`config.mk`:
```
export PLATFORM = sky130hd
export DESIGN_NAME = psv_supervisor
export DESIGN_NICKNAME = d
export VERILOG_FILES = /design/src/psv_pkg.sv /design/src/psv_sync.sv /design/src/psv_tick.sv /design/src/psv_supervisor.sv
export SDC_FILE = /design/constraint.sdc
export NUM_CORES = 1
export LEC_CHECK = 0
export BUFFER_PORTS_ARGS = -buffer_cell sky130_fd_sc_hd__buf_2
export CAP_MARGIN = 20
export CORE_ASPECT_RATIO = 1.75
export CORE_MARGIN = 5
export CORE_UTILIZATION = 44
export CTS_CLUSTER_DIAMETER = 40
export DETAILED_ROUTE_END_ITERATION = 8
export GPL_ROUTABILITY_DRIVEN = 0
export HOLD_SLACK_MARGIN = 0.02
export PLACE_DENSITY_LB_ADDON = 0.1
export SETUP_SLACK_MARGIN = 0.05
export SYNTH_ARGS = -nofsm -noshare
export SYNTH_HDL_FRONTEND = slang
export SYNTH_HIERARCHICAL = 1
export SYNTH_SLANG_ARGS = --single-unit
```
`constraint.sdc`:
```
create_clock -name sys_clk -period 4 [get_ports sys_clk]
set_input_delay 0.8 -clock sys_clk [delete_from_list [all_inputs] [get_ports sys_clk]]
set_output_delay 0.8 -clock sys_clk [all_outputs]
set_load 0.005 [all_outputs]
```
`src/psv_pkg.sv`:
```
// shared constants and carrier types for the processor supervisor
package psv_pkg;

    // clock rate
    localparam int unsigned CLK_HZ = 125_000_000;
    // timebase tick period in microseconds and its cycle count
    localparam int unsigned TICK_US = 1000;
    localparam int unsigned TICK_CYC = CLK_HZ / 1_000_000 * TICK_US;

    // watchdog periods in milliseconds, one per select level
    localparam int unsigned WD_LOW_MS = 150;
    localparam int unsigned WD_OPEN_MS = 600;
    localparam int unsigned WD_HIGH_MS = 1200;

    // reset stretch, least 250 ms, longest 1000 ms
    localparam int unsigned STRETCH_MS = 250;
    localparam int unsigned STRETCH_MAX_MS = 1000;

    // button debounce: reject below 1 ms, accept by 20 ms
    localparam int unsigned DEBOUNCE_MIN_MS = 1;
    localparam int unsigned DEBOUNCE_MAX_MS = 20;
    localparam int unsigned DEBOUNCE_MS = 2;

    // timeout select levels
    typedef enum logic [1:0] {
        PSV_SEL_LOW,
        PSV_SEL_OPEN,
        PSV_SEL_HIGH
    } psv_sel_type;

    // reset source flags carried together
    typedef struct packed {
        logic power;
        logic button;
        logic watchdog;
    } psv_src_type;

endpackage : psv_pkg

```
`src/psv_sync.sv`:
```
// two flip-flop synchroniser for asynchronous pin levels
`timescale 1ns/1ps
module psv_sync #(
    parameter int WIDTH = 1,
    parameter logic [WIDTH-1:0] INIT = '0
) (
    // clock and reset
    input wire logic sys_clk,
    input wire logic rst_n,
    // levels
    input wire logic [WIDTH-1:0] async_in,
    output logic [WIDTH-1:0] sync_out
);

    logic [WIDTH-1:0] meta_q;

    // first stage is read only by the second stage
    always_ff @(posedge sys_clk or negedge rst_n) begin
        if (!rst_n) begin
            meta_q <= INIT;
            sync_out <= INIT;
        end else begin
            meta_q <= async_in;
            sync_out <= meta_q;
        end
    end

endmodule // psv_sync

```
`src/psv_tick.sv`:
```
// millisecond timebase tick generator
`timescale 1ns/1ps
module psv_tick #(
    parameter int unsigned TICK_CYCLES = psv_pkg::TICK_CYC
) (
    // clock and reset
    input wire logic sys_clk,
    input wire logic rst_n,
    // one-cycle pulse per tick
    output logic tick
);

    localparam int CW = $clog2(TICK_CYCLES + 1);
    logic [CW-1:0] cnt_q;

    // free-running divider; every interval counts these ticks
    always_ff @(posedge sys_clk or negedge rst_n) begin
        if (!rst_n) begin
            cnt_q <= '0;
            tick <= 1'b0;
        end else if (cnt_q == CW'(TICK_CYCLES - 1)) begin
            cnt_q <= '0;
            tick <= 1'b1;
        end else begin
            cnt_q <= cnt_q + CW'(1);
            tick <= 1'b0;
        end
    end

endmodule // psv_tick

```
`src/psv_supervisor.sv`:
```
// processor supervisor: power, button and watchdog reset generator
`timescale 1ns/1ps

// Notes on behaviour
// - select picks 150, 600 or 1200 ms
// - strobe falling edge restarts watchdog period
// - missed strobe period asserts both resets
// - held button asserts reset within 1-20 ms
// - debounce rejects under 1 ms, accepts 20
// - button release stretches reset 250-1000 ms
// - power-fail drives both resets active
// - reset held 250 ms after power returns
// - two outputs, high and open-drain low
// - button input pulled up internally
// - watchdog counts only while resets inactive
// - watchdog timeout stretches reset 250 ms
module psv_supervisor #(
    parameter int unsigned TICK_CYCLES = psv_pkg::TICK_CYC,
    parameter int unsigned WD_LOW_MS = psv_pkg::WD_LOW_MS,
    parameter int unsigned WD_OPEN_MS = psv_pkg::WD_OPEN_MS,
    parameter int unsigned WD_HIGH_MS = psv_pkg::WD_HIGH_MS,
    parameter int unsigned STRETCH_MS = psv_pkg::STRETCH_MS,
    parameter int unsigned DEBOUNCE_MS = psv_pkg::DEBOUNCE_MS
) (
    // clock and reset
    input wire logic sys_clk,
    input wire logic rst_n,
    // supply monitor and configuration pins
    input wire logic power_fail,
    input wire logic [1:0] timeout_select,
    input wire logic supply_tolerance_select,
    // host side pins
    input wire logic manual_reset_button_n,
    input wire logic manual_reset_button_n_oe_n,
    input wire logic watchdog_strobe_n,
    // reset outputs
    output logic reset_out,
    output logic reset_out_n_o,
    output logic reset_out_n_oe_n,
    // threshold choice handed to the analog comparator
    output logic supply_trip_threshold
);

    localparam int TW = 11;

    ////////////////////////////////////////////////////////////////////////
    // input synchronisers and timebase

    logic [4:0] pins_s;
    logic pf_s;
    logic btn_s;
    logic stb_s;
    logic tol_s;
    logic [1:0] sel_s;
    logic tick;

    // button level and its drive enable are both pins, so both pass the
    // synchroniser before the pull-up choice is made
    psv_sync #(.WIDTH(5), .INIT(5'h1D)) u_sync (
        .sys_clk(sys_clk),
        .rst_n(rst_n),
        .async_in({power_fail, manual_reset_button_n, watchdog_strobe_n,
                   supply_tolerance_select, manual_reset_button_n_oe_n}),
        .sync_out(pins_s)
    );

    psv_sync #(.WIDTH(2), .INIT(2'h0)) u_sync_sel (
        .sys_clk(sys_clk),
        .rst_n(rst_n),
        .async_in(timeout_select),
        .sync_out(sel_s)
    );

    assign pf_s = pins_s[4];
    // undriven button reads high, as the internal pull-up would give
    assign btn_s = pins_s[0] ? 1'b1 : pins_s[3];
    assign stb_s = pins_s[2];
    assign tol_s = pins_s[1];

    psv_tick #(.TICK_CYCLES(TICK_CYCLES)) u_tick (
        .sys_clk(sys_clk),
        .rst_n(rst_n),
        .tick(tick)
    );

    ////////////////////////////////////////////////////////////////////////
    // power-fail path with power-up stretch

    logic [TW-1:0] pwr_cnt_q;
    logic pwr_act_q;

    // held from reset release, restarted while power is bad
    always_ff @(posedge sys_clk or negedge rst_n) begin
        if (!rst_n) begin
            pwr_cnt_q <= '0;
            pwr_act_q <= 1'b1;
        end else if (pf_s) begin
            pwr_cnt_q <= '0;
            pwr_act_q <= 1'b1;
        end else if (pwr_act_q && tick) begin
            if (pwr_cnt_q == TW'(STRETCH_MS)) begin
                pwr_act_q <= 1'b0;
            end else begin
                pwr_cnt_q <= pwr_cnt_q + TW'(1);
            end
        end
    end

    ////////////////////////////////////////////////////////////////////////
    // button debounce and release stretch

    logic [TW-1:0] deb_cnt_q;
    logic btn_low_q;
    logic [TW-1:0] btn_cnt_q;
    logic btn_act_q;

    // low must persist for the debounce count of ticks; a high restarts it
    always_ff @(posedge sys_clk or negedge rst_n) begin
        if (!rst_n) begin
            deb_cnt_q <= '0;
            btn_low_q <= 1'b0;
        end else if (btn_s) begin
            deb_cnt_q <= '0;
            btn_low_q <= 1'b0;
        end else if (tick && !btn_low_q) begin
            if (deb_cnt_q == TW'(DEBOUNCE_MS)) begin
                btn_low_q <= 1'b1;
            end else begin
                deb_cnt_q <= deb_cnt_q + TW'(1);
            end
        end
    end

    // stretch counts from the release of the debounced press
    always_ff @(posedge sys_clk or negedge rst_n) begin
        if (!rst_n) begin
            btn_cnt_q <= '0;
            btn_act_q <= 1'b0;
        end else if (btn_low_q) begin
            btn_cnt_q <= '0;
            btn_act_q <= 1'b1;
        end else if (btn_act_q && tick) begin
            if (btn_cnt_q == TW'(STRETCH_MS)) begin
                btn_act_q <= 1'b0;
            end else begin
                btn_cnt_q <= btn_cnt_q + TW'(1);
            end
        end
    end

    ////////////////////////////////////////////////////////////////////////
    // watchdog

    logic stb_prev_q;
    logic stb_fall;
    logic [TW-1:0] wd_limit;
    logic [TW-1:0] wd_cnt_q;
    logic [TW-1:0] wd_hold_q;
    logic wd_act_q;
    psv_pkg::psv_src_type src;
    logic any_src;

    // previous strobe level for edge detection
    always_ff @(posedge sys_clk or negedge rst_n) begin
        if (!rst_n) begin
            stb_prev_q <= 1'b1;
        end else begin
            stb_prev_q <= stb_s;
        end
    end

    assign stb_fall = stb_prev_q && !stb_s;

    // open level decodes as the middle period; unused code acts as open
    always_comb begin
        unique case (sel_s)
            psv_pkg::PSV_SEL_LOW: wd_limit = TW'(WD_LOW_MS);
            psv_pkg::PSV_SEL_HIGH: wd_limit = TW'(WD_HIGH_MS);
            default: wd_limit = TW'(WD_OPEN_MS);
        endcase
    end

    // sources gathered in one carrier, any one of them holds reset
    assign src = '{power: pwr_act_q, button: btn_act_q | btn_low_q,
                   watchdog: wd_act_q};
    assign any_src = |src;

    // period counter frozen at zero while any reset is active
    always_ff @(posedge sys_clk or negedge rst_n) begin
        if (!rst_n) begin
            wd_cnt_q <= '0;
        end else if (any_src || reset_out || stb_fall) begin
            wd_cnt_q <= '0;
        end else if (tick) begin
            wd_cnt_q <= wd_cnt_q + TW'(1);
        end
    end

    // timeout raises a stretched reset; it waits for a full period of
    // ticks, so a host strobing inside the period can never trip it
    always_ff @(posedge sys_clk or negedge rst_n) begin
        if (!rst_n) begin
            wd_hold_q <= '0;
            wd_act_q <= 1'b0;
        end else if (!any_src && !reset_out && !stb_fall && tick
                     && wd_cnt_q >= wd_limit) begin
            wd_hold_q <= '0;
            wd_act_q <= 1'b1;
        end else if (wd_act_q && tick) begin
            if (wd_hold_q == TW'(STRETCH_MS)) begin
                wd_act_q <= 1'b0;
            end else begin
                wd_hold_q <= wd_hold_q + TW'(1);
            end
        end
    end

    ////////////////////////////////////////////////////////////////////////
    // outputs

    // both pins from flip-flops, toggled together
    always_ff @(posedge sys_clk or negedge rst_n) begin
        if (!rst_n) begin
            reset_out <= 1'b1;
            reset_out_n_o <= 1'b0;
            reset_out_n_oe_n <= 1'b0;
            supply_trip_threshold <= 1'b0;
        end else begin
            reset_out <= any_src;
            reset_out_n_o <= 1'b0;
            reset_out_n_oe_n <= !any_src;
            supply_trip_threshold <= tol_s;
        end
    end

    ////////////////////////////////////////////////////////////////////////
    // checks

    logic [TW-1:0] out_age_q;

    // cycles-free measure of how long reset has been asserted, in ticks
    always_ff @(posedge sys_clk or negedge rst_n) begin
        if (!rst_n) begin
            out_age_q <= '0;
        end else if (!reset_out) begin
            out_age_q <= '0;
        end else if (tick && out_age_q != '1) begin
            out_age_q <= out_age_q + TW'(1);
        end
    end

    pins_together_a: assert property (@(posedge sys_clk) disable iff (!rst_n)
        reset_out == !reset_out_n_oe_n)
        else $error("reset outputs disagree");

    power_fail_a: assert property (@(posedge sys_clk) disable iff (!rst_n)
        pf_s |-> ##[1:2] reset_out)
        else $error("power fail did not assert reset");

    stretch_min_a: assert property (@(posedge sys_clk) disable iff (!rst_n)
        $fell(reset_out) |-> $past(out_age_q) >= TW'(STRETCH_MS))
        else $error("reset released too early");

    button_assert_a: assert property (@(posedge sys_clk) disable iff (!rst_n)
        $rose(btn_low_q) |=> reset_out)
        else $error("debounced button did not assert reset");

    button_hold_a: assert property (@(posedge sys_clk) disable iff (!rst_n)
        btn_low_q |-> btn_act_q || $rose(btn_low_q))
        else $error("button stretch not armed");

    strobe_clear_a: assert property (@(posedge sys_clk) disable iff (!rst_n)
        stb_fall |=> wd_cnt_q == '0)
        else $error("strobe did not clear watchdog");

    wd_frozen_a: assert property (@(posedge sys_clk) disable iff (!rst_n)
        reset_out |=> wd_cnt_q == '0)
        else $error("watchdog counted during reset");

    wd_timeout_a: assert property (@(posedge sys_clk) disable iff (!rst_n)
        $rose(wd_act_q) |-> $past(wd_cnt_q) >= $past(wd_limit))
        else $error("watchdog fired early");

    wd_release_a: assert property (@(posedge sys_clk) disable iff (!rst_n)
        $fell(wd_act_q) |-> $past(wd_hold_q) == TW'(STRETCH_MS))
        else $error("watchdog stretch ended early");

    btn_release_a: assert property (@(posedge sys_clk) disable iff (!rst_n)
        $fell(btn_act_q) |-> $past(btn_cnt_q) == TW'(STRETCH_MS))
        else $error("button stretch ended early");

    wd_fresh_a: assert property (@(posedge sys_clk) disable iff (!rst_n)
        $fell(reset_out) |-> wd_cnt_q == '0)
        else $error("watchdog period not fresh at release");

    any_source_a: assert property (@(posedge sys_clk) disable iff (!rst_n)
        (pwr_act_q || btn_act_q || wd_act_q) |=> reset_out)
        else $error("active source without reset");

    deb_reject_a: assert property (@(posedge sys_clk) disable iff (!rst_n)
        $rose(btn_low_q) |-> $past(deb_cnt_q) == TW'(DEBOUNCE_MS))
        else $error("button accepted without full debounce");

endmodule // psv_supervisor

```
==> results of run 1 <==
-- where the power goes --
part	switching, mW	internal, mW
clock network	0.353	0.520
registers	0.00464	0.973
logic	0.0258	0.00859
-- placed cells by master (no fill, tap or decap), types with 14 or more instances in the layout --
| cell type | n |
|---|---|
| dfrtp_1 | 84 |
| nor2_1 | 63 |
| xor2_1 | 26 |
| nand2_1 | 24 |
| xnor2_1 | 23 |
| nand4_1 | 20 |
| ha_1 | 18 |
| inv_1 | 15 |
| nand3_1 | 15 |
| a21oi_1 | 14 |
-- path summary, 6_finish.rpt --
path / startpoint / endpoint / slack, ns / cells after the start
worst max-delay path: u_sync_sel/sync_out[0] / wd_act_q / 1.37 / 6
worst min-delay path: u_sync/sync_out[1] / supply_trip_threshold / 0.35 / 0
worst max register to register: u_sync_sel/sync_out[0] / wd_act_q / 1.37 / 6
worst min register to register: u_sync/sync_out[1] / supply_trip_threshold / 0.35 / 0
max in group asynchronous: rst_n / u_sync/sync_out[4] / 2.59 / 2
min in group asynchronous: rst_n / wd_cnt_q[5] / 0.56 / 1
-- layout make-up --
class	instances	area, um2	share of cell area
sequential	95	2390	0.468
multi-input combinational	313	2120	0.415
clock buffer	12	256	0.0502
tap	127	159	0.0311
timing repair buffer	13	72.6	0.0142
inverter	15	56.3	0.0110
clock inverter	4	53.8	0.0105
-- stage by stage --
stage	instance area [um2]	setup WS, ns	std cells	util	power (mW)
finish	5110	1.37	579	0.496	1.88
detailed placement	4800	1.33	563	0.466	1.03
CTS	5110	1.32	579	0.496	1.92
global placement	4800	1.41	563	0.466	1.03
floorplan	4640	2.01	434	-	1.00
global route	5110	1.17	579	0.496	1.97
-- metal layers --
metal	wire, um	global-route usage
met4	180	0.0568
met3	234	0.0329
met5	0	0
met2	4650	0.255
met1	3370	0.162
-- cell families after synthesis --
group                      after synthesis
and+or+nand+nor                        194
DFF                                     95
xor gates and xnor gates                49
AOI/OAI and AO/OA                       48
buffers and inverters                   26
adders and majority gates               18
muxes                                    3
other                                    1
-- registers in the layout, summed over array words and instances (netlist names), 2 cells and up --
name	cells
btn_cnt_q	11
u_sync_sel/meta_q	2
wd_hold_q	11
u_sync/sync_out	5
pwr_cnt_q	11
deb_cnt_q	11
wd_cnt_q	11
u_sync_sel/sync_out	2
u_sync/meta_q	5
u_tick/cnt_q	17
-- worst register-to-register path: stages (launching register included) --
cell and delay (ns):
dfrtp_1 0.39, or2_2 0.32, ha_1 0.29, and3b_1 0.17, o311ai_0 0.35, a41oi_1 0.53
or2_2 0.48
==> PnR_summary.wiki, run 1 <==
{| class="wikitable"
! Metric !! Value
|-
| Die Ht || 146 um
|-
| Clock latency on the worst-skew pair || 0.34 ns
|-
| Post-detailed-route DRC marker count || 0
|-
| Class of the worst hold path || reg -> reg
|-
| I/O Buffers || 11
|-
| Register clock-pin slew on the reported worst setup and hold paths || 0.07 ns
|-
| Maximum vdd drop || 0.240 mV
|-
| Max-slew headroom || 0.278
|-
| Area Growth Syn to Fin || 10.1%
|-
| Average cell area after synthesis || 10.7 um2
|-
| Core area || 10300 um2
|-
| Final wirelength || 8440 um
|-
| Flip-flop and latch count after synthesis || 95
|-
| Detailed-route via count || 3176
|-
| Synth Instances || 434
|-
| Highest clock rate || 0.380 GHz
|-
| Total clock sinks || 95
|-
| Synth Area in Compound Gates || 0.0744
|-
| Buffer cell driving the clock tree root || clkbuf_16
|-
| Number of fill cells in the layout || 955
|-
| Remaining global-route overflow || 0
|-
| Synthesized area || 4640 um2
|-
| Cell at the slowest stage of the critical path || a41oi_1
|-
| Worst path top cell family by delay || simple AND/OR/NAND/NOR gates
|-
| Most common cell in the netlist || dfrtp_1
|-
| Area share of the largest cell type after synthesis || 0.453
|-
| Power density relative to cell area || 369 nW/um2
|-
| Post-synthesis net count || 461
|-
| Number of iterations in the first detailed-routing pass || 4
|-
| Required time reported for the critical path endpoint || 4.22 ns
|-
| Fraction of synthesized area in multiplexers || 0.00700
|-
| CP Cell Sequence || or2_2 -> ha_1 -> and3b_1 -> o311ai_0 -> a41oi_1 -> or2_2
|-
| Routed wirelength normalized by instance count || 14.6 um
|-
| Maximum capacitance violations || 0
|-
| Final max-slew violation count || 0
|-
| Largest net degree at the start of global routing || 68
|-
| Cell seen most often among critical-path stages || or2_2
|-
| Leakage || 2.20 nW
|-
| Cell types occupying the most area after synthesis || dfrtp_1, dfstp_2, nor2_1
|-
| Number of buffers inserted during clock tree synthesis || 9
|-
| Vias per cell || 5.49
|-
| Die outline width || 87.7 um
|-
| Xor and xnor fraction of the mapped netlist area || 0.0924
|-
| Top flip-flop cell by instance count after synthesis || dfrtp_1
|-
| Floorplan row count || 49
|-
| Arrival time of data at the critical path endpoint || 2.85 ns
|-
| Total negative setup slack || 0 ns
|-
| Antenna violations before repair || 0
|-
| Total number of nets in the final design || 474
|-
| Bufs and invs on worst path || 0
|-
| Synth Warn # || 6
|-
| Type of the worst setup path || reg -> reg
|-
| Sequential-to-total area share from yosys stat || 0.515
|-
| All-Layer GR Usage || 0.144
|-
| Simple-gate area share of the yosys netlist || 0.234
|-
| Maximum single-stage delay on the critical path || 0.53 ns
|-
| First DRT Iteration DRCs || 117
|-
| Ratio of final minimum period to clock period || 0.658
|-
| # IOs || 13
|-
| Maximum root-to-sink buffer count || 2
|-
| Result of the run || finished, final reports clean
|-
| Worst-margin pin slew || 1.07 ns
|-
| Max H-tree Level || 3
|-
| Number of setup violations in the final report || 0
|-
| Most common library cells after synthesis || dfrtp_1, nor2_1, xor2_1
|-
| Hold_buf cts || 0
|-
| Number of distinct standard cells referenced by the synthesized netlist || 56
|-
| Dominant combinational cell family by area after synthesis || simple AND/OR/NAND/NOR gates
|-
| Proportion of layout cells with a drive suffix above 1 || 0.137
|-
| Final critical-path required period || 2.63 ns
|-
| Adder and majority cell fraction of the synthesized area || 0.0485
|-
| CTS tree || built
|-
| Post-CTS setup buffer count || 0
|-
| Final-report hold violation count || 0
|-
| Resized Gates After CTS || 0
|-
| Number of antenna repair diodes || 0
|-
| Worst clock skew || 0.00518 ns
|-
| Area of the die || 12800 um2
|-
| Final hold slack || 0.349 ns
|-
| CP endpoint kind || register
|-
| Largest area contributor in the synthesized netlist || dfrtp_1
|-
| Crit Path Max Fanout || 12
|-
| HPWL after DPL || 5830 um
|-
| Effective utilization at floorplan || 0.451
|-
| Global-route wire length before repair || 14800 um
|-
| Number of nets with antenna violations after detailed routing || 0
|-
| Setup repair after global routing missed its margin || no
|-
| Number of global-route vias before repair || 3266
|-
| Number of synthesized flops with an enable pin || 0
|-
| Share of flip-flops with an asynchronous set or reset after synthesis || 1.00
|-
| Element type at the critical path start || register
|}
Note: power is estimated with default switching activity, not from simulation.
==> run 2, diff against run 1 <==
==> constraint.sdc (replaced) <==
create_clock -name sys_clk -period 2.4 [get_ports sys_clk]
set_input_delay 0.48 -clock sys_clk [delete_from_list [all_inputs] [get_ports sys_clk]]
set_output_delay 0.48 -clock sys_clk [all_outputs]
set_load 0.005 [all_outputs]
==> run 2 against run 1 <==
  * Critical path depth is 1 higher
  * Global-route usage hardly changed
  * Clock power is 64% higher
  * Combinational power is 70% higher
  * Worst hold slack worse by 0.27 ns
  * Largest power group unchanged
  * Worst setup slack worse by 1.1 ns
  * Clock-buffer cell count is 1 lower
  * Routed wire length is 0.86% lower
  * Largest cell class unchanged
  * Critical path type unchanged
==> PnR_summary.wiki, run 2 (synthesis results as in run 1) <==
{| class="wikitable"
! Metric !! Value
|-
| Result of the run || finished, final reports clean (unchanged)
|-
| Maximum vdd drop || 0.365 mV (was 0.240 mV)
|-
| Detailed-route via count || 3176 (unchanged)
|-
| Number of fill cells in the layout || 958 (was 955)
|-
| Critical register-to-register path endpoint || wd_hold_q[1] (was wd_act_q)
|-
| Top library cells by usage in the layout, fill and taps aside || dfrtp_1, nor2_1, xor2_1, nand2_1, xnor2_1 (unchanged)
|-
| Post-CTS setup buffer count || 0 (unchanged)
|-
| Core area || 10300 um2 (unchanged)
|-
| I/O Buffers || 11 (unchanged)
|-
| Total number of nets in the final design || 478 (was 474)
|-
| Resized Gates After CTS || 0 (unchanged)
|-
| Most frequent standard cell in the layout excluding fill and tap cells || dfrtp_1 (unchanged)
|-
| HPWL after DPL || 5840 um (was 5830 um)
|-
| Number of setup violations in the final report || 0 (unchanged)
|-
| Number of global-route vias before repair || 3173 (was 3266)
|-
| All-Layer GR Usage || 0.144 (about the same)
|-
| Number of antenna repair diodes || 0 (unchanged)
|-
| Type of the worst setup path || reg -> reg (unchanged)
|-
| Launch point of the worst path || u_sync_sel/sync_out[0] (unchanged)
|-
| Multi-input logic area || 2120 um2 (unchanged)
|-
| Element type at the critical path start || register (unchanged)
|-
| Number of nets with antenna violations after detailed routing || 0 (unchanged)
|-
| Clock latency on the worst-skew pair || 0.34 ns (about the same)
|-
| # IOs || 13 (unchanged)
|-
| Register clock-pin slew on the reported worst setup and hold paths || 0.07 ns (about the same)
|-
| Required time reported for the critical path endpoint || 2.64 ns (was 4.22 ns)
|-
| Area of the die || 12800 um2 (unchanged)
|-
| Power density relative to cell area || 606 nW/um2 (was 369 nW/um2)
|-
| Ratio of final minimum period to clock period || 0.897 (was 0.658)
|-
| Dpl cell area || 4840 um2 (was 4800 um2)
|-
| Routed wirelength normalized by instance count || 14.4 um (was 14.6 um)
|-
| Area Growth Syn to Fin || 10.8% (was 10.1%)
|-
| Maximum root-to-sink buffer count || 2 (unchanged)
|-
| Effective utilization at floorplan || 0.451 (unchanged)
|-
| Vias per cell || 5.45 (was 5.49)
|-
| Setup repair after global routing missed its margin || no (unchanged)
|-
| First DRT Iteration DRCs || 177 (was 117)
|-
| Cells on worst reg2reg path || 7 (was 6)
|-
| Post-detailed-route DRC marker count || 0 (unchanged)
|-
| Class of the worst hold path || in -> async (was reg -> reg)
|-
| Total clock sinks || 95 (unchanged)
|-
| Die Ht || 146 um (unchanged)
|-
| Final total power || 3.12 mW (was 1.88 mW)
|-
| Number of iterations in the first detailed-routing pass || 4 (unchanged)
|-
| Crit Path Max Fanout || 10 (was 12)
|-
| Maximum capacitance violations || 0 (unchanged)
|-
| Max reg flops || 17 (unchanged)
|-
| Worst-margin pin slew || 0.648 ns (was 1.07 ns)
|-
| Remaining global-route overflow || 0 (unchanged)
|-
| Max-slew headroom || 0.566 (was 0.278)
|-
| Largest net degree at the start of global routing || 65 (was 68)
|-
| Leakage || 2.22 nW (was 2.20 nW)
|-
| Slack of the worst reg-to-reg path || 0.25 ns (was 1.37 ns)
|-
| Floorplan row count || 49 (unchanged)
|-
| Antenna violations before repair || 0 (unchanged)
|-
| Die outline width || 87.7 um (unchanged)
|-
| Critical R2R Launch || u_sync_sel/sync_out[0] (unchanged)
|-
| Termination of the worst setup path || wd_hold_q[1] (was wd_act_q)
|-
| Global-route wire length before repair || 14700 um (was 14800 um)
|-
| Finished layout cell area || 5150 um2 (was 5110 um2)
|-
| Final critical-path required period || 2.15 ns (was 2.63 ns)
|-
| Top register by number of flip-flops || u_tick/cnt_q (unchanged)
|-
| FF/Latch Area || 2390 um2 (unchanged)
|-
| Total negative setup slack || 0 ns (unchanged)
|-
| Highest clock rate || 0.465 GHz (was 0.380 GHz)
|-
| CP endpoint kind || register (unchanged)
|-
| Final-report hold violation count || 0 (unchanged)
|-
| CTS tree || built (unchanged)
|-
| Buffer cell driving the clock tree root || clkbuf_16 (unchanged)
|-
| Max H-tree Level || 3 (unchanged)
|-
| Worst clock skew || 0.00572 ns (was 0.00518 ns)
|-
| Instance count after placement with tap cells included || 567 (was 563)
|-
| Filler-free cell count of the finished design || 583 (was 579)
|-
| Arrival time of data at the critical path endpoint || 2.39 ns (was 2.85 ns)
|-
| Setup WS post-layout || 0.248 ns (was 1.37 ns)
|-
| Proportion of layout cells with a drive suffix above 1 || 0.145 (was 0.137)
|-
| Final wirelength || 8370 um (was 8440 um)
|-
| Hold_buf cts || 0 (unchanged)
|-
| Number of buffers inserted during clock tree synthesis || 9 (unchanged)
|-
| Setup Slack @ Placement || 0.240 ns (was 1.33 ns)
|-
| Final max-slew violation count || 0 (unchanged)
|}
==> run 2: cell types whose count changed in the layout (fill, tap and decap cells not counted), sizes merged <==
cell	change
buf	+4
clkbuf	-1
clkinv	+1
==> run 2: final cells by class <==
cell class	instances	share of cell area
Clock inverter	5	0.0114
Tap cell	127	0.0309
Multi-Input combinational cell	313	0.413
Inverter	15	0.0109
Sequential cell	95	0.465
Timing Repair Buffer	17	0.0224
Clock buffer	11	0.0472
==> run 2: metal layers <==
layer	vias up	GRT usage	wire length, um
li1	1566	-	-
met1	1569	0.167	3480
met2	28	0.251	4550
met3	13	0.0278	152
met4	0	0.0607	179
met5	-	0	0
==> run 2: where the power goes <==
group          internal [mW]  leakage, nW  switching, mW
Clock                  0.836        0.142          0.596
Sequential              1.62         1.26        0.00716
Combinational         0.0158        0.822         0.0426
Total                   2.47         2.22          0.646
==> run 2: worst min path at each step <==
stage / start / end / slack, ns / depth (start not counted)
floorplan: rst_n / btn_act_q / 0.18 / 0
global placement: u_sync/meta_q[1] / u_sync/sync_out[1] / 0.33 / 0
detailed placement: u_sync/meta_q[1] / u_sync/sync_out[1] / 0.33 / 0
CTS: rst_n / wd_cnt_q[7] / 0.09 / 1
global route: rst_n / wd_cnt_q[7] / 0.11 / 1
finish: rst_n / wd_cnt_q[7] / 0.08 / 1
==> run 2: per-stage QoR <==
stage / hold slack, ns / util
2_1_floorplan: 0.184 / -
3_3_place_gp: 0.333 / 0.470
3_5_place_dp: 0.335 / 0.470
4_1_cts: 0.0893 / 0.500
5_1_grt: 0.108 / 0.500
6_report: 0.0780 / 0.500
==> run 2: critical path, stage by stage (launching register included) <==
cell and delay [ns]:
dfrtp_1 0.39, or2_2 0.32, ha_1 0.28, and3b_1 0.16
o311ai_0 0.31, a41oi_1 0.22, buf_4 0.22, a211oi_1 0.17
